==> config.mk <==
export PLATFORM = sky130hd
export DESIGN_NAME = bttd_top
export DESIGN_NICKNAME = d
export VERILOG_FILES = /design/src/design/bttd_pkg.sv /design/src/design/bttd_thr_mem.sv /design/src/design/bttd_top.sv
export SDC_FILE = /design/constraint.sdc
export NUM_CORES = 1
export LEC_CHECK = 0
export BUFFER_PORTS_ARGS = -buffer_cell sky130_fd_sc_hd__buf_2
export CORE_MARGIN = 2
export CORE_UTILIZATION = 40
export CTS_CLUSTER_DIAMETER = 100
export DETAILED_ROUTE_END_ITERATION = 7
export GPL_ROUTABILITY_DRIVEN = 0
export MAX_ROUTING_LAYER = met4
export PLACE_DENSITY = 0.65
export SYNTH_ARGS = -nofsm -noshare
export SYNTH_HDL_FRONTEND = slang
export SYNTH_HIERARCHICAL = 1
export SYNTH_SLANG_ARGS = --single-unit
==> constraint.sdc <==
create_clock -name pclk -period 19.7 [get_ports pclk]
set_input_delay 1.97 -clock pclk [delete_from_list [all_inputs] [get_ports pclk]]
set_output_delay 1.97 -clock pclk [all_outputs]
set_load 0.005 [all_outputs]
==> src/design/bttd_pkg.sv <==
// Package: constants and types of the touch button decision block
// Function
// - Bit 7: matrix-key (one key plus priority key) or first-single-touch reporting
// - Bit 6 makes last channel the priority key; ignored while bit 7 is set
// - Bits 5:4 pick touch/release interrupt events
// - Bits 3:2 set release debounce sample count
// - Bits 1:0 set touch debounce sample count
// - Count configured samples, one per scan
// - Touch count starts above threshold plus hysteresis
// - Release debounce code zero: first low tick releases
// - Shared hysteresis percent, 0..100, default ten
// - Ticks above suspend level stop averaging
// - Three channels at suspend level start compensation
// - Negative limit in fours, default 0xA0
// - Negative counter reaching limit starts compensation
// - Compensation fetches fresh idle reference values
// - Stuck timeout zero off, else seconds
// - Hysteresis scales each channel's own threshold
// - Stuck timeout compensates, releases, awaits real lift
// - Every channel uses its own threshold
package bttd_pkg;
   // Channel geometry
   localparam int NUM_CH = 12;
   localparam int TICK_W = 12;
   localparam logic [3:0] FIRST_CH = 4'h0;
   localparam logic [3:0] LAST_CH = 4'hb;
   // Register indices; byte address is four times the index
   localparam logic [5:0] IDX_THR0 = 6'h13;
   localparam logic [5:0] IDX_CFG = 6'h22;
   localparam logic [5:0] IDX_AVG = 6'h23;
   localparam logic [5:0] IDX_NEG = 6'h24;
   localparam logic [5:0] IDX_NCNT = 6'h25;
   localparam logic [5:0] IDX_HYST = 6'h26;
   localparam logic [5:0] IDX_STUCK = 6'h27;
   localparam logic [5:0] IDX_STATUS = 6'h28;
   // Reset values
   localparam logic [7:0] RST_CFG = 8'h30;
   localparam logic [7:0] RST_AVG = 8'h50;
   localparam logic [7:0] RST_NEG = 8'ha0;
   localparam logic [7:0] RST_NCNT = 8'h01;
   localparam logic [7:0] RST_HYST = 8'h0a;
   localparam logic [7:0] RST_STUCK = 8'h00;
   localparam logic [7:0] RST_THR = 8'h20;
   // Arithmetic limits
   localparam logic [7:0] HYST_MAX = 8'h64;
   localparam logic [16:0] PCT_DIV = 17'h0_0064;
   localparam logic [3:0] AVG_MIN_CH = 4'h3;
   // Timing: one second at the pclk rate
   localparam int SEC_NS = 1_000_000_000;
   localparam int CLK_NS = 5;
   localparam int SEC_CYCLES_DEF = SEC_NS / CLK_NS;
   // Fields of the report configuration register, msb first
   typedef struct packed {
      logic single_report;
      logic pk_en;
      logic [1:0] irq_sel;
      logic [1:0] rel_db;
      logic [1:0] touch_db;
   } bttd_cfg_type;
   // Signed tick of one channel and the set of all channels
   typedef logic signed [TICK_W-1:0] bttd_tick_type;
   typedef bttd_tick_type [NUM_CH-1:0] bttd_tick_vec_type;
   // Channel walk states
   typedef enum logic [1:0] {S_IDLE, S_READ, S_EVAL} bttd_state_type;
endpackage

==> src/design/bttd_thr_mem.sv <==
// Threshold store: one word per channel, registered read port
`timescale 1ns/1ps
`default_nettype none
module bttd_thr_mem
   import bttd_pkg::*;
(
   input wire logic pclk,
   input wire logic presetn,
   input wire logic wr_en,
   input wire logic [3:0] wr_addr,
   input wire logic [7:0] wr_data,
   input wire logic [3:0] rd_addr,
   output logic [7:0] rd_data
);
   logic [7:0] mem [NUM_CH]; // Threshold words

   // Write port with a defined reset value per word
   always_ff @(posedge pclk or negedge presetn) begin
      if (!presetn) begin
         for (int i = 0; i < NUM_CH; i++) begin
            mem[i] <= RST_THR;
         end
      end else if (wr_en && (wr_addr <= LAST_CH)) begin
         mem[wr_addr] <= wr_data;
      end
   end

   // Read data leave from a register, one cycle after the address
   always_ff @(posedge pclk or negedge presetn) begin
      if (!presetn) begin
         rd_data <= 8'h00;
      end else begin
         rd_data <= (rd_addr <= LAST_CH) ? mem[rd_addr] : 8'h00;
      end
   end
endmodule
`default_nettype wire

==> src/design/bttd_top.sv <==
// Touch and release decision for all sense channels, APB slave
`timescale 1ns/1ps
`default_nettype none
module bttd_top
   import bttd_pkg::*;
#(
   parameter int SEC_CYCLES = SEC_CYCLES_DEF // Clock cycles in one second
) (
   input wire logic pclk,
   input wire logic presetn,
   input wire logic psel,
   input wire logic penable,
   input wire logic pwrite,
   input wire logic [7:0] paddr,
   input wire logic [31:0] pwdata,
   output logic [31:0] prdata,
   output logic pready,
   output logic pslverr,
   input wire logic scan_strobe,
   input wire bttd_tick_vec_type ticks,
   output logic [NUM_CH-1:0] touch_state,
   output logic [NUM_CH-1:0] avg_suspend,
   output logic comp_request,
   output logic event_irq_n
);

   ////////////////////////////////////////////////////////////////////////
   // Register file and APB decode

   logic [7:0] cfg_raw; // Report configuration
   logic [7:0] avg_thr; // Averaging suspend threshold
   logic [7:0] neg_thr; // Negative compensation threshold
   logic [7:0] neg_lim; // Negative count limit
   logic [7:0] hyst; // Hysteresis percent
   logic [7:0] stuck_to; // Stuck-touch timeout in seconds
   logic apb_stage; // Access phase has issued its memory read
   logic [7:0] mem_q; // Threshold read data
   bttd_state_type state; // Channel walk state
   logic [3:0] ch; // Channel under evaluation
   bttd_cfg_type cfg;

   assign cfg = bttd_cfg_type'(cfg_raw);

   // Address decoding
   wire [5:0] idx = paddr[7:2];
   wire thr_hit = (idx >= IDX_THR0) && (idx <= IDX_THR0 + 6'(LAST_CH));
   wire [3:0] thr_ch = 4'(idx - IDX_THR0);
   wire reg_hit = (idx >= IDX_CFG) && (idx <= IDX_STATUS);
   wire addr_ok = thr_hit || reg_hit;
   wire apb_acc = psel && penable && !pready;
   wire apb_done = psel && penable && pready;
   wire wr_fire = apb_done && pwrite && addr_ok && (idx != IDX_STATUS);
   wire status_rd = apb_done && !pwrite && (idx == IDX_STATUS);

   // Read selection, narrow data in the low bits
   wire [7:0] rd_byte =
      (idx == IDX_CFG) ? cfg_raw :
      (idx == IDX_AVG) ? avg_thr :
      (idx == IDX_NEG) ? neg_thr :
      (idx == IDX_NCNT) ? neg_lim :
      (idx == IDX_HYST) ? hyst :
      (idx == IDX_STUCK) ? stuck_to :
      thr_hit ? mem_q : 8'h00;
   wire [31:0] rd_word = (idx == IDX_STATUS) ? {20'h0_0000, touch_state} :
      {24'h00_0000, rd_byte};

   // Memory read port belongs to the walk unless it is idle
   wire [3:0] mem_raddr = (state == S_IDLE) ? thr_ch : ch;

   // Per-channel thresholds in their own store
   bttd_thr_mem u_thr (
      .pclk(pclk),
      .presetn(presetn),
      .wr_en(wr_fire && thr_hit),
      .wr_addr(thr_ch),
      .wr_data(pwdata[7:0]),
      .rd_addr(mem_raddr),
      .rd_data(mem_q)
   );

   // APB answer: two wait cycles so threshold reads pass the store
   always_ff @(posedge pclk or negedge presetn) begin
      if (!presetn) begin
         pready <= 1'b0;
         pslverr <= 1'b0;
         prdata <= 32'h0000_0000;
         apb_stage <= 1'b0;
      end else if (pready) begin
         pready <= 1'b0;
         pslverr <= 1'b0;
         apb_stage <= 1'b0;
      end else if (apb_acc && apb_stage) begin
         pready <= 1'b1;
         pslverr <= !addr_ok;
         prdata <= pwrite ? 32'h0000_0000 : rd_word;
      end else if (apb_acc && (state == S_IDLE)) begin
         // A running walk owns the store; the bus waits for it
         apb_stage <= 1'b1;
      end
   end

   // Control registers take writes at the completing edge
   always_ff @(posedge pclk or negedge presetn) begin
      if (!presetn) begin
         cfg_raw <= RST_CFG;
         avg_thr <= RST_AVG;
         neg_thr <= RST_NEG;
         neg_lim <= RST_NCNT;
         hyst <= RST_HYST;
         stuck_to <= RST_STUCK;
      end else if (wr_fire) begin
         case (idx)
            IDX_CFG: cfg_raw <= pwdata[7:0];
            IDX_AVG: avg_thr <= pwdata[7:0];
            IDX_NEG: neg_thr <= pwdata[7:0];
            IDX_NCNT: neg_lim <= pwdata[7:0];
            IDX_HYST: hyst <= pwdata[7:0];
            IDX_STUCK: stuck_to <= pwdata[7:0];
            default: ; // Thresholds live in the store
         endcase
      end
   end

   ////////////////////////////////////////////////////////////////////////
   // Scan capture, walk sequencer and second timebase

   bttd_tick_vec_type ticks_q; // Tick snapshot of the latest scan
   logic scan_pend; // Scan waiting for its walk
   logic [27:0] sec_cnt; // Cycle count within one second
   logic sec_seen; // A second elapsed since the last walk

   wire eval_en = (state == S_EVAL);
   wire walk_end = eval_en && (ch == LAST_CH);
   wire sec_wrap = (sec_cnt == 28'(SEC_CYCLES - 1));

   // Snapshot ticks so a walk sees one coherent scan
   always_ff @(posedge pclk or negedge presetn) begin
      if (!presetn) begin
         ticks_q <= '0;
         scan_pend <= 1'b0;
      end else begin
         if (scan_strobe) begin
            ticks_q <= ticks;
         end
         // A new scan wins over the walk start that consumes the last
         scan_pend <= scan_strobe || (scan_pend && (state != S_IDLE));
      end
   end

   // One walk per scan, two cycles per channel
   always_ff @(posedge pclk or negedge presetn) begin
      if (!presetn) begin
         state <= S_IDLE;
         ch <= FIRST_CH;
      end else begin
         case (state)
            S_IDLE: begin
               if (scan_pend) begin
                  state <= S_READ;
                  ch <= FIRST_CH;
               end
            end
            S_READ: state <= S_EVAL;
            S_EVAL: begin
               if (ch == LAST_CH) begin
                  state <= S_IDLE;
               end else begin
                  ch <= ch + 4'h1;
                  state <= S_READ;
               end
            end
            default: state <= S_IDLE;
         endcase
      end
   end

   // Seconds are folded into the next scan, so timers step per scan
   always_ff @(posedge pclk or negedge presetn) begin
      if (!presetn) begin
         sec_cnt <= 28'h000_0000;
         sec_seen <= 1'b0;
      end else begin
         sec_cnt <= sec_wrap ? 28'h000_0000 : sec_cnt + 28'h000_0001;
         sec_seen <= sec_wrap || (sec_seen && !walk_end);
      end
   end

   ////////////////////////////////////////////////////////////////////////
   // Decision arithmetic for the channel under evaluation

   logic touched [NUM_CH]; // Decided touch per channel
   logic locked [NUM_CH]; // Released by timeout, finger still down
   logic [1:0] db_cnt [NUM_CH]; // Debounce samples so far
   logic [7:0] stuck_t [NUM_CH]; // Seconds held touched
   logic [7:0] neg_cnt [NUM_CH]; // Consecutive negative scans

   wire cur_touch = touched[ch];
   wire cur_lock = locked[ch];
   wire [1:0] cur_db = db_cnt[ch];
   wire [7:0] cur_stuck = stuck_t[ch];
   wire [7:0] cur_neg = neg_cnt[ch];
   wire signed [12:0] tk = 13'(ticks_q[ch]);

   // Own threshold, scaled by four, with proportional hysteresis
   wire [9:0] thr4 = {mem_q, 2'b00};
   wire [6:0] hpct = (hyst > HYST_MAX) ? HYST_MAX[6:0] : hyst[6:0];
   wire [16:0] hprod = thr4 * hpct;
   wire [9:0] hamt = 10'(hprod / PCT_DIV);
   wire signed [12:0] on_lvl = $signed({3'b000, thr4}) + $signed({3'b000, hamt});
   wire signed [12:0] off_lvl = $signed({3'b000, thr4}) - $signed({3'b000, hamt});
   wire touch_cond = tk > on_lvl;
   wire rel_cond = tk < off_lvl;

   // Averaging suspend and negative compensation levels
   wire signed [12:0] avg_lvl = $signed({3'b000, avg_thr, 2'b00});
   wire signed [12:0] neg_lvl = 13'sh0 - $signed({3'b000, neg_thr, 2'b00});
   wire avg_cond = tk > avg_lvl;
   wire neg_cond = tk < neg_lvl;
   // Reserved zero behaves as one, the value hosts are advised to use
   wire [7:0] lim_eff = (neg_lim == 8'h00) ? 8'h01 : neg_lim;
   wire [7:0] neg_inc = (cur_neg == 8'hff) ? 8'hff : cur_neg + 8'h01;
   wire neg_fire = eval_en && neg_cond && (neg_inc >= lim_eff);
   wire [7:0] next_neg = (neg_cond && !neg_fire) ? neg_inc : 8'h00;

   // Debounce targets: code plus one samples
   wire [2:0] need_t = {1'b0, cfg.touch_db} + 3'h1;
   wire [2:0] need_r = {1'b0, cfg.rel_db} + 3'h1;
   wire [2:0] db_inc = {1'b0, cur_db} + 3'h1;

   // Reporting scheme and priority key gating
   wire pk_ch = cfg.pk_en && (ch == LAST_CH);
   wire [NUM_CH-1:0] pk_mask = {cfg.pk_en, 11'h000};
   wire mk_busy = |(touch_state & ~pk_mask);
   wire any_busy = |touch_state;
   wire allow = cfg.single_report ? !any_busy : (pk_ch || !mk_busy);
   wire stuck_hit = cur_touch && (stuck_to != 8'h00) && (cur_stuck >= stuck_to);

   logic next_touch; // Decision for this channel
   logic next_lock;
   logic [1:0] next_db;
   logic [7:0] next_stuck;
   logic ev_t; // Touch decided
   logic ev_r; // Release decided
   logic stuck_comp; // Timeout asks for compensation

   // Touch and release state step for the current channel
   always_comb begin
      next_touch = cur_touch;
      next_lock = cur_lock;
      next_db = 2'b00;
      next_stuck = cur_stuck;
      ev_t = 1'b0;
      ev_r = 1'b0;
      stuck_comp = 1'b0;
      if (cur_touch) begin
         if (stuck_hit) begin
            // Forced release; wait for a real lift before new touches
            next_touch = 1'b0;
            next_lock = 1'b1;
            next_stuck = 8'h00;
            ev_r = 1'b1;
            stuck_comp = 1'b1;
         end else if (rel_cond) begin
            if (db_inc >= need_r) begin
               next_touch = 1'b0;
               next_stuck = 8'h00;
               ev_r = 1'b1;
            end else begin
               next_db = db_inc[1:0];
            end
         end else if (sec_seen && (cur_stuck != 8'hff)) begin
            next_stuck = cur_stuck + 8'h01;
         end
      end else if (cur_lock) begin
         // Only a real release clears the lock
         next_lock = !rel_cond;
      end else if (touch_cond && allow) begin
         if (db_inc >= need_t) begin
            next_touch = 1'b1;
            next_stuck = 8'h00;
            ev_t = 1'b1;
         end else begin
            next_db = db_inc[1:0];
         end
      end
   end

   // Per-channel storage, written only while that channel is evaluated
   for (genvar i = 0; i < NUM_CH; i++) begin : g_ch
      wire sel = eval_en && (ch == 4'(i));
      always_ff @(posedge pclk or negedge presetn) begin
         if (!presetn) begin
            touched[i] <= 1'b0;
            locked[i] <= 1'b0;
            db_cnt[i] <= 2'b00;
            stuck_t[i] <= 8'h00;
            neg_cnt[i] <= 8'h00;
            avg_suspend[i] <= 1'b0;
         end else if (sel) begin
            touched[i] <= next_touch;
            locked[i] <= next_lock;
            db_cnt[i] <= next_db;
            stuck_t[i] <= next_stuck;
            neg_cnt[i] <= next_neg;
            avg_suspend[i] <= avg_cond;
         end
      end
      assign touch_state[i] = touched[i];
   end

   ////////////////////////////////////////////////////////////////////////
   // Compensation request and interrupt line

   logic [3:0] avg_cnt; // Channels at suspend level in this walk
   logic comp_acc; // Compensation cause seen in this walk

   wire [3:0] next_avg = ((ch == FIRST_CH) ? 4'h0 : avg_cnt) + {3'b000, avg_cond};
   wire next_comp = ((ch == FIRST_CH) ? 1'b0 : comp_acc) || stuck_comp || neg_fire;
   wire irq_ev = (ev_t && cfg.irq_sel[0]) || (ev_r && cfg.irq_sel[1]);

   // One request pulse per walk fetches fresh idle references
   always_ff @(posedge pclk or negedge presetn) begin
      if (!presetn) begin
         avg_cnt <= 4'h0;
         comp_acc <= 1'b0;
         comp_request <= 1'b0;
      end else begin
         if (eval_en) begin
            avg_cnt <= next_avg;
            comp_acc <= next_comp;
         end
         comp_request <= walk_end && (next_comp || (next_avg >= AVG_MIN_CH));
      end
   end

   // Line held low until the status word is read; a new event wins
   always_ff @(posedge pclk or negedge presetn) begin
      if (!presetn) begin
         event_irq_n <= 1'b1;
      end else if (eval_en && irq_ev) begin
         event_irq_n <= 1'b0;
      end else if (status_rd) begin
         event_irq_n <= 1'b1;
      end
   end
endmodule
`default_nettype wire

==> metrics.txt, run 1 <==
# TYPE chip_impl_metric gauge
chip_impl_metric{name="post_cts.resized_instances",unit=""} 0
chip_impl_metric{name="post_cts.repair.setup_buffers",unit=""} 0
chip_impl_metric{name="grtUsageTotal",unit="%"} 20.5
chip_impl_metric{name="synthesized_instance_count",unit=""} 3021
chip_impl_metric{name="fin_nets",unit=""} 3508
chip_impl_info{name="yosys_most_used_dff",value="sky130_fd_sc_hd__dfrtp_1"} 1
chip_impl_metric{name="drt_drc_violations_left",unit=""} 0
chip_impl_info{name="rsz0062_at_grt",value="false"} 1
chip_impl_metric{name="cts.reportedPaths.clkPinSlew",unit="ns"} 0.06
chip_impl_metric{name="routed_wire_length_per_instance",unit="um"} 20.2
chip_impl_metric{name="port_buffers",unit=""} 203
chip_impl_metric{name="slew_violations",unit=""} 0
chip_impl_metric{name="floorplan.die.height",unit="um"} 297
chip_impl_metric{name="cts.sinks",unit=""} 606
chip_impl_metric{name="share_of_flip_flops_with_an_asynchronous_set_or_reset",unit="%"} 100
chip_impl_info{name="cpMaxStageDelayCell",value="sky130_fd_sc_hd__a31oi_1"} 1
chip_impl_metric{name="cpPeakStageDelay",unit="ns"} 0.71
chip_impl_metric{name="hold_violations_final",unit=""} 0
chip_impl_metric{name="std_cell_rows",unit=""} 107
chip_impl_metric{name="setup-tns-final",unit="ns"} 0
chip_impl_metric{name="cts_buffer_depth",unit=""} 3
chip_impl_metric{name="die-width",unit="um"} 297
chip_impl_metric{name="grt_start_max_net_pins",unit=""} 120
chip_impl_metric{name="min_period_over_period",unit="%"} 86.3
chip_impl_metric{name="fp.dieArea",unit="um2"} 88300
chip_impl_metric{name="ant_nets",unit=""} 0
chip_impl_metric{name="ys_ff_latch",unit=""} 606
chip_impl_metric{name="timing.critical_path.fanout_max",unit=""} 28
chip_impl_metric{name="vias_per_cell",unit=""} 5.54
chip_impl_metric{name="sequential_cell_area",unit="um2"} 15200
chip_impl_metric{name="ys_seq_area_share",unit="%"} 44.2
chip_impl_metric{name="post_cts_hold_buffer_count",unit=""} 0
chip_impl_info{name="tritoncts",value="built"} 1
chip_impl_info{name="mostFrequentLayoutCell",value="sky130_fd_sc_hd__dfrtp_1"} 1
chip_impl_metric{name="multi_input_area",unit="um2"} 18100
chip_impl_metric{name="dp_hpwl",unit="um"} 60200
chip_impl_metric{name="worst-r2r-cell-count",unit=""} 63
chip_impl_metric{name="syn-mean-instance-area",unit="um2"} 11.4
chip_impl_info{name="timing.hold.worst.class",value="reg2reg"} 1
chip_impl_metric{name="antenna_violations_before_repair",unit=""} 22
chip_impl_info{name="r2r_end",value="stuck_t[86]"} 1
chip_impl_info{name="cp_common_cell",value="sky130_fd_sc_hd__a21oi_1"} 1
chip_impl_metric{name="timing.reg2reg.setup_slack",unit="ns"} 2.70
chip_impl_metric{name="io-pin-count",unit=""} 250
chip_impl_metric{name="grt_pass1_vias",unit=""} 24700
chip_impl_info{name="setup.worst_path.class",value="reg2reg"} 1
chip_impl_metric{name="ys.warnings.count",unit=""} 6
chip_impl_metric{name="timing.critical_path.required",unit="ns"} 20.15
chip_impl_metric{name="area.growth.synth_to_final",unit="%"} 12.4
chip_impl_metric{name="utilization",unit="%"} 45.4
chip_impl_metric{name="area_of_the_core_region",unit="um2"} 85100
chip_impl_metric{name="final.hold.worst_slack",unit="ns"} 0.469
chip_impl_metric{name="maxCapViolations",unit=""} 0
chip_impl_metric{name="vias",unit=""} 24200
chip_impl_metric{name="relative_slew_slack",unit="%"} 18.9
chip_impl_metric{name="grt_first_pass_wirelength",unit="um"} 140000
chip_impl_metric{name="total_power",unit="W"} 0.00279
chip_impl_metric{name="vdd_drop_max",unit="mV"} 0.0848
chip_impl_metric{name="p_per_area",unit="nW/um2"} 72.3
chip_impl_info{name="post_synth_main_area_contributors",value="sky130_fd_sc_hd__dfrtp_1 43%, sky130_fd_sc_hd__mux2_2 12%, sky130_fd_sc_hd__mux4_2 7.7%"} 1
chip_impl_metric{name="timing.clock.skew",unit="ns"} 0.0247
chip_impl_metric{name="ys_types",unit=""} 108
chip_impl_metric{name="place.detailed.instances",unit=""} 4234
chip_impl_metric{name="route.final.wire_length",unit="um"} 88300
chip_impl_info{name="post-synth-top-area-cell",value="sky130_fd_sc_hd__dfrtp_1"} 1
chip_impl_metric{name="synthesis.area",unit="um2"} 34400
chip_impl_info{name="startpoint",value="hyst[0]"} 1
chip_impl_info{name="worst_setup_path_start_kind",value="register"} 1
chip_impl_metric{name="synth_largest_type_area_fraction",unit="%"} 42.5
chip_impl_metric{name="fmax",unit="MHz"} 58.8
chip_impl_metric{name="floorplan.initialDensity",unit="%"} 40.4
chip_impl_info{name="timing.hold.worst.start",value="avg_suspend[7]"} 1
chip_impl_info{name="termination_of_the_worst_setup_path",value="stuck_t[86]"} 1
chip_impl_metric{name="finish.cell_count_without_fillers",unit=""} 4376
chip_impl_metric{name="cts-buffers-inserted",unit=""} 67
chip_impl_info{name="run_status",value="finished clean"} 1
chip_impl_info{name="buffer_type_at_the_clock_tree_root",value="sky130_fd_sc_hd__clkbuf_16"} 1
chip_impl_info{name="rr_startpoint",value="hyst[0]"} 1
chip_impl_metric{name="worst_ep_arrival_time",unit="ns"} 17.46
chip_impl_metric{name="detail_route.first_pass.iterations",unit=""} 5
chip_impl_metric{name="grt_overflow",unit=""} 0
chip_impl_metric{name="worst-slew-pin-transition",unit="ns"} 1.21
chip_impl_metric{name="num-fill-cells",unit=""} 7958
chip_impl_metric{name="fin_crit",unit="ns"} 17.00
chip_impl_metric{name="drt_iter0_drc",unit=""} 1478
chip_impl_metric{name="clkLatencyLatePin",unit="ns"} 0.62
chip_impl_metric{name="final-setup-viol-count",unit=""} 0
chip_impl_metric{name="fraction_of_layout_cells_with_a_size_suffix_above_1",unit="%"} 28.8
chip_impl_metric{name="h-tree-depth",unit=""} 3
chip_impl_info{name="worst_setup_path_end_kind",value="register"} 1
chip_impl_metric{name="static-leakage-power",unit="nW"} 17.8
chip_impl_metric{name="synth_edf_count",unit=""} 0
chip_impl_info{name="final_cell_mix",value="580 x sky130_fd_sc_hd__dfrtp_1, 360 x sky130_fd_sc_hd__mux2_2, 325 x sky130_fd_sc_hd__nand2_1"} 1
-- how the worst min path moves through the flow --
| stage | cells past startpoint | slack, ns | end |
|---|---|---|---|
| final | 2 | 0.47 | avg_suspend[7] |
| after global routing | 2 | 0.49 | avg_cnt[0] |
| after CTS | 1 | 0.47 | sec_cnt[8] |
| after detailed placement | 1 | 0.46 | sec_cnt[8] |
| after global placement | 2 | 0.45 | avg_cnt[0] |
| after floorplan | 1 | 0.43 | sec_cnt[8] |
-- synthesized netlist by cell type, drive strengths merged, types with 20 or more instances --
cell and number:
nor4 20, nand2 325, nor2b 45, inv 103, ha 129, fa 30
mux2i 42, xor2 30, buf 54, clkbuf 132, nor2 128, nor3 24
o21ai 248, mux2 396, and3 42, mux4 119, dfstp 22, xnor2 47
o211ai 20, nand2b 37, dfrtp 584, a21oi 97, nand3 70, a22oi 22
-- stage by stage --
| step | setup WS [ns] | cell area, um2 |
|---|---|---|
| after global routing | 1.27 | 38600 |
| final | 2.70 | 38600 |
| after floorplan | 5.77 | 34400 |
| after CTS | 2.78 | 38600 |
| after global placement | 3.05 | 36400 |
| after detailed placement | 2.87 | 36400 |
-- final cells by class --
class / instances / share of cell area, %
Clock buffer: 99 / 5.12
Antenna cell: 23 / 0.149
Inverter: 103 / 1.01
Sequential cell: 606 / 39.4
Clock inverter: 20 / 0.593
Tap cell: 1144 / 3.71
Multi-Input combinational cell: 2145 / 46.8
Timing Repair Buffer: 236 / 3.31
-- power by group --
group / internal [W] / total [W] / leakage [nW] / switching, W
sequential: 0.00129 / 0.00132 / 7.98 / 0.0000353
combinational: 0.0000919 / 0.000206 / 8.73 / 0.000114
clock: 0.000740 / 0.00126 / 1.09 / 0.000524
-- registers in the layout, summed over array words and instances, names as in the netlist, 4 cells and up --
signal	flops
u_thr/mem	96
avg_suspend	12
prdata	12
avg_cnt	4
db_cnt	24
cfg	8
ch	4
neg_thr	8
touch_state	12
stuck_t	96
neg_cnt	96
ticks_q	144
avg_thr	8
stuck_to	8
neg_lim	8
locked	12
u_thr/rd_data	8
sec_cnt	28
hyst	8
-- worst max-delay path: cells and delay by family (launching register included) --
kind	cells	cell delay, ns
buffers and inverters	7	0.64
AND/OR/NAND/NOR	13	2.62
multiplexers	2	0.83
AO/OA/AOI/OAI	31	8.79
XOR/XNOR	3	0.57
adder cells (fa/ha/maj)	7	2.89
flip-flops	1	0.48
-- cell families (layout without fill, tap and decap cells) --
group	Yosys count	count (layout)	synth area share, %
flip-flops	606	606	44.2
other	1	43	0.0109
AND/OR/NAND/NOR	767	767	10.6
adder cells (fa/ha/maj)	159	159	6.44
buffers and inverters	289	458	3.59
XOR/XNOR	77	77	2.03
multiplexers	557	557	22.2
AO/OA/AOI/OAI	565	565	10.8
-- per-layer routing --
layer  up-vias  GRT usage [%]  wire length [um]
li1      11200              -                 -
met1     12300           26.3             39100
met2       603           33.2             42200
met3       129           3.87              4960
met4         0           5.66              1980
met5         -              -                 0
Power figures use the tool's default switching activity.
==> run 2, diff against run 1 <==
CELL_PAD_IN_SITES_DETAIL_PLACEMENT = 1   (was default)
CELL_PAD_IN_SITES_GLOBAL_PLACEMENT = 1   (was default)
CORE_ASPECT_RATIO = 1.1   (was default)
CORE_UTILIZATION = 35   (was 40)
PLACE_DENSITY = 0.69   (was 0.65)
==> metrics.txt, run 2 (synthesis results as in run 1) <==
# TYPE chip_impl_metric gauge
chip_impl_info{name="worst_setup_path_start_kind",value="register"} 1
chip_impl_metric{name="timing.reg2reg.setup_slack",unit="ns"} 2.38
chip_impl_metric{name="vias_per_cell",unit=""} 5.37
chip_impl_metric{name="dp_hpwl",unit="um"} 67300
chip_impl_metric{name="fin_nets",unit=""} 3515
chip_impl_metric{name="maxCapViolations",unit=""} 0
chip_impl_metric{name="post_cts.resized_instances",unit=""} 0
chip_impl_metric{name="finish.cell_count_without_fillers",unit=""} 4529
chip_impl_metric{name="power_frac_clock",unit="%"} 46.6
chip_impl_metric{name="met2_layer_wire_length_in_the_routed_design",unit="um"} 47600
chip_impl_metric{name="slew_violations",unit=""} 0
chip_impl_metric{name="drt_drc_violations_left",unit=""} 0
chip_impl_metric{name="cpPeakStageDelay",unit="ns"} 0.80
chip_impl_metric{name="area.growth.synth_to_final",unit="%"} 13.6
chip_impl_metric{name="whs_path_depth",unit=""} 1
chip_impl_metric{name="p_switching",unit="W"} 0.000693
chip_impl_metric{name="cts.reportedPaths.clkPinSlew",unit="ns"} 0.06
chip_impl_metric{name="worst_ep_arrival_time",unit="ns"} 17.78
chip_impl_info{name="run_status",value="finished clean"} 1
chip_impl_metric{name="post_cts_hold_buffer_count",unit=""} 0
chip_impl_metric{name="grt_start_max_net_pins",unit=""} 109
chip_impl_info{name="timing.hold.worst.start",value="sec_cnt[8]"} 1
chip_impl_metric{name="cts_buffer_depth",unit=""} 3
chip_impl_metric{name="route.final.wire_length",unit="um"} 96700
chip_impl_metric{name="grt_first_pass_wirelength",unit="um"} 153000
chip_impl_metric{name="port_buffers",unit=""} 203
chip_impl_info{name="hold-path-endpoint",value="sec_cnt[8]"} 1
chip_impl_metric{name="power.share.switching",unit="%"} 24.1
chip_impl_info{name="final_cell_mix",value="580 x sky130_fd_sc_hd__dfrtp_1, 360 x sky130_fd_sc_hd__mux2_2, 325 x sky130_fd_sc_hd__nand2_1"} 1
chip_impl_metric{name="fp.dieArea",unit="um2"} 101000
chip_impl_metric{name="power.sequential.fraction",unit="%"} 46.1
chip_impl_metric{name="worst-r2r-cell-count",unit=""} 63
chip_impl_metric{name="final-setup-viol-count",unit=""} 0
chip_impl_metric{name="ant_nets",unit=""} 0
chip_impl_info{name="cp_common_cell",value="sky130_fd_sc_hd__a21oi_1"} 1
chip_impl_metric{name="std_cell_rows",unit=""} 120
chip_impl_metric{name="vdd_drop_max",unit="mV"} 0.0643
chip_impl_metric{name="grt_overflow",unit=""} 0
chip_impl_metric{name="drt_iter0_drc",unit=""} 1280
chip_impl_metric{name="grtUsageTotal",unit="%"} 19.9
chip_impl_metric{name="met3WireLength",unit="um"} 4600
chip_impl_info{name="r2r_end",value="stuck_t[38]"} 1
chip_impl_info{name="rsz0062_at_grt",value="false"} 1
chip_impl_metric{name="p_per_area",unit="nW/um2"} 73.5
chip_impl_metric{name="post_cts.repair.setup_buffers",unit=""} 0
chip_impl_metric{name="cts.sinks",unit=""} 606
chip_impl_metric{name="worst_setup_slack_post_dpl",unit="ns"} 2.38
chip_impl_info{name="setup.worst_path.class",value="reg2reg"} 1
chip_impl_info{name="buffer_type_at_the_clock_tree_root",value="sky130_fd_sc_hd__clkbuf_16"} 1
chip_impl_metric{name="antenna_violations_before_repair",unit=""} 30
chip_impl_metric{name="routed_wire_length_per_instance",unit="um"} 21.3
chip_impl_metric{name="fmax",unit="MHz"} 57.7
chip_impl_metric{name="route.layer.met1.wl",unit="um"} 42400
chip_impl_metric{name="relative_slew_slack",unit="%"} 26.9
chip_impl_metric{name="utilization",unit="%"} 40.1
chip_impl_info{name="timing.hold.worst.class",value="reg2reg"} 1
chip_impl_metric{name="floorplan.die.height",unit="um"} 333
chip_impl_metric{name="fin_crit",unit="ns"} 17.32
chip_impl_metric{name="multi_input_area",unit="um2"} 18100
chip_impl_metric{name="die-width",unit="um"} 303
chip_impl_metric{name="static-leakage-power",unit="nW"} 17.9
chip_impl_info{name="worst_setup_path_end_kind",value="register"} 1
chip_impl_metric{name="vias",unit=""} 24300
chip_impl_metric{name="cts-buffers-inserted",unit=""} 69
chip_impl_info{name="maxUsedRoutingLayer",value="met4"} 1
chip_impl_metric{name="hold_violations_final",unit=""} 0
chip_impl_metric{name="grt_pass1_vias",unit=""} 26500
chip_impl_metric{name="area_of_the_core_region",unit="um2"} 97300
chip_impl_metric{name="timing.critical_path.required",unit="ns"} 20.16
chip_impl_metric{name="setup-tns-final",unit="ns"} 0
chip_impl_info{name="tritoncts",value="built"} 1
chip_impl_info{name="mostFrequentLayoutCell",value="sky130_fd_sc_hd__dfrtp_1"} 1
chip_impl_info{name="cpMaxStageDelayCell",value="sky130_fd_sc_hd__a31oi_1"} 1
chip_impl_info{name="rr_startpoint",value="hyst[0]"} 1
chip_impl_metric{name="floorplan.initialDensity",unit="%"} 35.3
chip_impl_metric{name="place.detailed.instances",unit=""} 4376
chip_impl_metric{name="detail_route.first_pass.iterations",unit=""} 5
chip_impl_metric{name="timing.clock.skew",unit="ns"} 0.0394
chip_impl_metric{name="fraction_of_layout_cells_with_a_size_suffix_above_1",unit="%"} 29.2
chip_impl_metric{name="clkLatencyLatePin",unit="ns"} 0.63
chip_impl_metric{name="io-pin-count",unit=""} 250
chip_impl_metric{name="timing.critical_path.fanout_max",unit=""} 28
chip_impl_metric{name="p_int",unit="W"} 0.00218
chip_impl_metric{name="min_period_over_period",unit="%"} 87.9
chip_impl_metric{name="num-fill-cells",unit=""} 10700
chip_impl_metric{name="sequential_cell_area",unit="um2"} 15200
chip_impl_metric{name="setup_slack",unit="ns"} 2.38
chip_impl_metric{name="h-tree-depth",unit=""} 3
chip_impl_info{name="max_flop_register",value="ticks_q"} 1
chip_impl_metric{name="worst-slew-pin-transition",unit="ns"} 1.10
chip_impl_metric{name="largest_register_ffs",unit=""} 144
chip_impl_metric{name="power.combinational.fraction",unit="%"} 7.3
## run 2: power by group through the flow
stage               logic [W]  clock network (W)  registers [W]
floorplan            0.000118                  0        0.00133
global placement     0.000208                  0        0.00134
detailed placement   0.000214                  0        0.00135
CTS                  0.000215            0.00137        0.00132
global route         0.000236            0.00142        0.00133
finish               0.000210            0.00134        0.00132
## run 2: worst max-delay path by stage
stage,endpoint,startpoint
final,stuck_t[38],hyst[0]
after global routing,stuck_t[17],hyst[0]
after CTS,stuck_t[22],hyst[0]
after detailed placement,stuck_t[22],hyst[0]
after global placement,stuck_t[70],hyst[0]
after floorplan,stuck_t[25],hyst[0]
## run 2: worst max-delay path, delay by kind of cell (launching register included)
kind	cells	cell delay (ns)
AOI/OAI and AO/OA	31	8.93
DFF	1	0.48
buffers and inverters	7	0.64
muxes	2	0.81
and+or+nand+nor	13	2.80
adders and majority gates	7	2.90
xor gates and xnor gates	3	0.58
## run 2: through the flow
stage	hold slack [ns]	total power, W	area (um2)
floorplan	0.434	0.00145	34400
detailed placement	0.454	0.00156	36600
global placement	0.450	0.00155	36600
finish	0.460	0.00287	39000
global route	0.466	0.00298	39000
CTS	0.462	0.00291	39000
## run 2: final cells by class
class                   instances  area share [%]
clock inverters                23           0.753
inverters                     103           0.997
flip-flops and latches        606            38.9
diodes                         29           0.186
well taps                    1281            4.11
repair buffers                241            3.37
clock buffers                 101            5.35
multi-input cells            2145            46.3
## run 2: per-layer routing
layer  GRT usage (%)  up-vias
met3            4.04      134
met5               -        -
li1                -    11200
met2            33.1      426
met1            24.8    12500
met4            4.81        0
==> run 3, diff against run 2 <==
CAP_MARGIN = 10   (was default)
CTS_CLUSTER_SIZE = 24   (was default)
MAX_ROUTING_LAYER = default   (was met4)
==> metrics.txt, run 3 (synthesis results as in run 1) <==
# TYPE chip_impl_metric gauge
chip_impl_metric{name="hold_violations_final",unit=""} 0
chip_impl_info{name="rsz0062_at_grt",value="false"} 1
chip_impl_metric{name="floorplan.die.height",unit="um"} 333
chip_impl_info{name="worst_setup_path_start_kind",value="register"} 1
chip_impl_info{name="maxUsedRoutingLayer",value="met5"} 1
chip_impl_metric{name="cts_buffer_depth",unit=""} 3
chip_impl_metric{name="grt_overflow",unit=""} 0
chip_impl_info{name="timing.hold.worst.class",value="reg2reg"} 1
chip_impl_info{name="cpMaxStageDelayCell",value="sky130_fd_sc_hd__a31oi_1"} 1
chip_impl_metric{name="worst-slew-pin-transition",unit="ns"} 1.09
chip_impl_metric{name="dp_hpwl",unit="um"} 67300
chip_impl_metric{name="route.layer.met1.wl",unit="um"} 42100
chip_impl_metric{name="setup-tns-final",unit="ns"} 0
chip_impl_metric{name="vdd_drop_max",unit="mV"} 0.0663
chip_impl_metric{name="cts.sinks",unit=""} 606
chip_impl_metric{name="final-setup-viol-count",unit=""} 0
chip_impl_metric{name="place.detailed.instances",unit=""} 4376
chip_impl_metric{name="static-leakage-power",unit="nW"} 17.2
chip_impl_metric{name="grt_start_max_net_pins",unit=""} 109
chip_impl_metric{name="cts.reportedPaths.clkPinSlew",unit="ns"} 0.10
chip_impl_metric{name="dpl_cell_area",unit="um2"} 36600
chip_impl_metric{name="post_cts_hold_buffer_count",unit=""} 0
chip_impl_metric{name="p_per_area",unit="nW/um2"} 60.1
chip_impl_metric{name="cts-buffers-inserted",unit=""} 30
chip_impl_info{name="run_status",value="finished clean"} 1
chip_impl_info{name="buffer_type_at_the_clock_tree_root",value="sky130_fd_sc_hd__clkbuf_16"} 1
chip_impl_metric{name="port_buffers",unit=""} 203
chip_impl_metric{name="post_cts.resized_instances",unit=""} 0
chip_impl_metric{name="min_period_over_period",unit="%"} 87.4
chip_impl_metric{name="largest_register_ffs",unit=""} 144
chip_impl_metric{name="vias_per_cell",unit=""} 5.42
chip_impl_metric{name="sequential_cell_area",unit="um2"} 15200
chip_impl_metric{name="finish.cell_count_without_fillers",unit=""} 4437
chip_impl_metric{name="timing.critical_path.fanout_max",unit=""} 28
chip_impl_metric{name="multi_input_area",unit="um2"} 18100
chip_impl_metric{name="area.growth.synth_to_final",unit="%"} 9.16
chip_impl_metric{name="drt_iter0_drc",unit=""} 1260
chip_impl_metric{name="routed_wire_length_per_instance",unit="um"} 21.4
chip_impl_metric{name="fin_area",unit="um2"} 37500
chip_impl_info{name="max_flop_register",value="ticks_q"} 1
chip_impl_info{name="mostFrequentLayoutCell",value="sky130_fd_sc_hd__dfrtp_1"} 1
chip_impl_metric{name="num-fill-cells",unit=""} 10700
chip_impl_metric{name="maxCapViolations",unit=""} 0
chip_impl_metric{name="detail_route.first_pass.iterations",unit=""} 5
chip_impl_info{name="worst_setup_path_end_kind",value="register"} 1
chip_impl_metric{name="clkLatencyLatePin",unit="ns"} 0.66
chip_impl_metric{name="timing.clock.skew",unit="ns"} 0.0518
chip_impl_metric{name="worst_ep_arrival_time",unit="ns"} 17.73
chip_impl_info{name="tritoncts",value="built"} 1
chip_impl_metric{name="met3WireLength",unit="um"} 4000
chip_impl_metric{name="grt_first_pass_wirelength",unit="um"} 151000
chip_impl_metric{name="h-tree-depth",unit=""} 1
chip_impl_info{name="cp_common_cell",value="sky130_fd_sc_hd__a21oi_1"} 1
chip_impl_metric{name="grt_pass1_vias",unit=""} 26000
chip_impl_metric{name="drt_drc_violations_left",unit=""} 0
chip_impl_metric{name="fp.dieArea",unit="um2"} 101000
chip_impl_metric{name="area_of_the_core_region",unit="um2"} 97300
chip_impl_metric{name="fin_nets",unit=""} 3476
chip_impl_metric{name="fmax",unit="MHz"} 58.1
chip_impl_metric{name="fin_crit",unit="ns"} 17.21
chip_impl_metric{name="timing.critical_path.required",unit="ns"} 20.21
chip_impl_metric{name="fraction_of_layout_cells_with_a_size_suffix_above_1",unit="%"} 27.4
chip_impl_info{name="setup.worst_path.class",value="reg2reg"} 1
chip_impl_metric{name="slew_violations",unit=""} 0
chip_impl_metric{name="post_cts.repair.setup_buffers",unit=""} 0
chip_impl_info{name="final_cell_mix",value="580 x sky130_fd_sc_hd__dfrtp_1, 360 x sky130_fd_sc_hd__mux2_2, 325 x sky130_fd_sc_hd__nand2_1"} 1
chip_impl_metric{name="antenna_violations_before_repair",unit=""} 30
chip_impl_metric{name="vias",unit=""} 24100
chip_impl_metric{name="route.final.wire_length",unit="um"} 94900
chip_impl_metric{name="grtUsageTotal",unit="%"} 18.9
chip_impl_metric{name="die-width",unit="um"} 303
chip_impl_metric{name="std_cell_rows",unit=""} 120
chip_impl_metric{name="floorplan.initialDensity",unit="%"} 35.3
chip_impl_metric{name="cpPeakStageDelay",unit="ns"} 0.78
chip_impl_metric{name="relative_slew_slack",unit="%"} 27.0
chip_impl_metric{name="ant_nets",unit=""} 0
chip_impl_metric{name="met2_layer_wire_length_in_the_routed_design",unit="um"} 46800
chip_impl_metric{name="io-pin-count",unit=""} 250
[run 3: cell type report]
cell class	instances	share of cell area (%)
inverter	103	1.04
timing repair buffer	241	3.51
clock buffer	51	2.24
antenna	5	0.0334
clock inverter	5	0.213
multi-input combinational	2145	48.2
sequential	606	40.5
tap	1281	4.27
[run 3: metrics by stage]
stage / power, W / hold slack (ns) / utilization (%) / setup WS (ns)
2_1_floorplan: 0.00145 / 0.434 / - / 5.77
3_3_place_gp: 0.00155 / 0.450 / 37.6 / 2.72
3_5_place_dp: 0.00156 / 0.454 / 37.6 / 2.38
4_1_cts: 0.00229 / 0.470 / 38.5 / 2.40
5_1_grt: 0.00235 / 0.475 / 38.6 / 0.772
6_report: 0.00225 / 0.467 / 38.6 / 2.49
[run 3: layer usage]
layer	vias up	track usage, %
met3	127	3.27
met1	12400	24.6
li1	11100	-
met5	-	0
met4	44	3.64
met2	379	32.8
[run 3: path summary, 6_finish.rpt]
path / cells past startpoint / startpoint / slack [ns] / endpoint
setup / recovery: 62 / hyst[0] / 2.49 / stuck_t[22]
hold / removal: 1 / sec_cnt[8] / 0.47 / sec_cnt[8]
setup reg to reg: 62 / hyst[0] / 2.49 / stuck_t[22]
hold reg to reg: 1 / sec_cnt[8] / 0.47 / sec_cnt[8]
max in group asynchronous: 5 / presetn / 14.88 / prdata[2]
min in group asynchronous: 1 / presetn / 1.31 / ticks_q[131]
[run 3: where the power goes]
part / switching, W / internal, W / total (W)
registers: 0.0000339 / 0.00129 / 0.00132
clock network: 0.000424 / 0.000299 / 0.000724
logic: 0.000117 / 0.0000925 / 0.000209
total: 0.000575 / 0.00168 / 0.00225
[run 3: critical path, delay by kind of cell, from the launching register on]
kind            cells  cell delay [ns]
compound gates     30             8.56
xor+xnor            2             0.39
fa+ha+maj           7             2.96
buf+inv             6             0.77
flops               1             0.50
mux                 2             0.80
simple gates       15             3.11
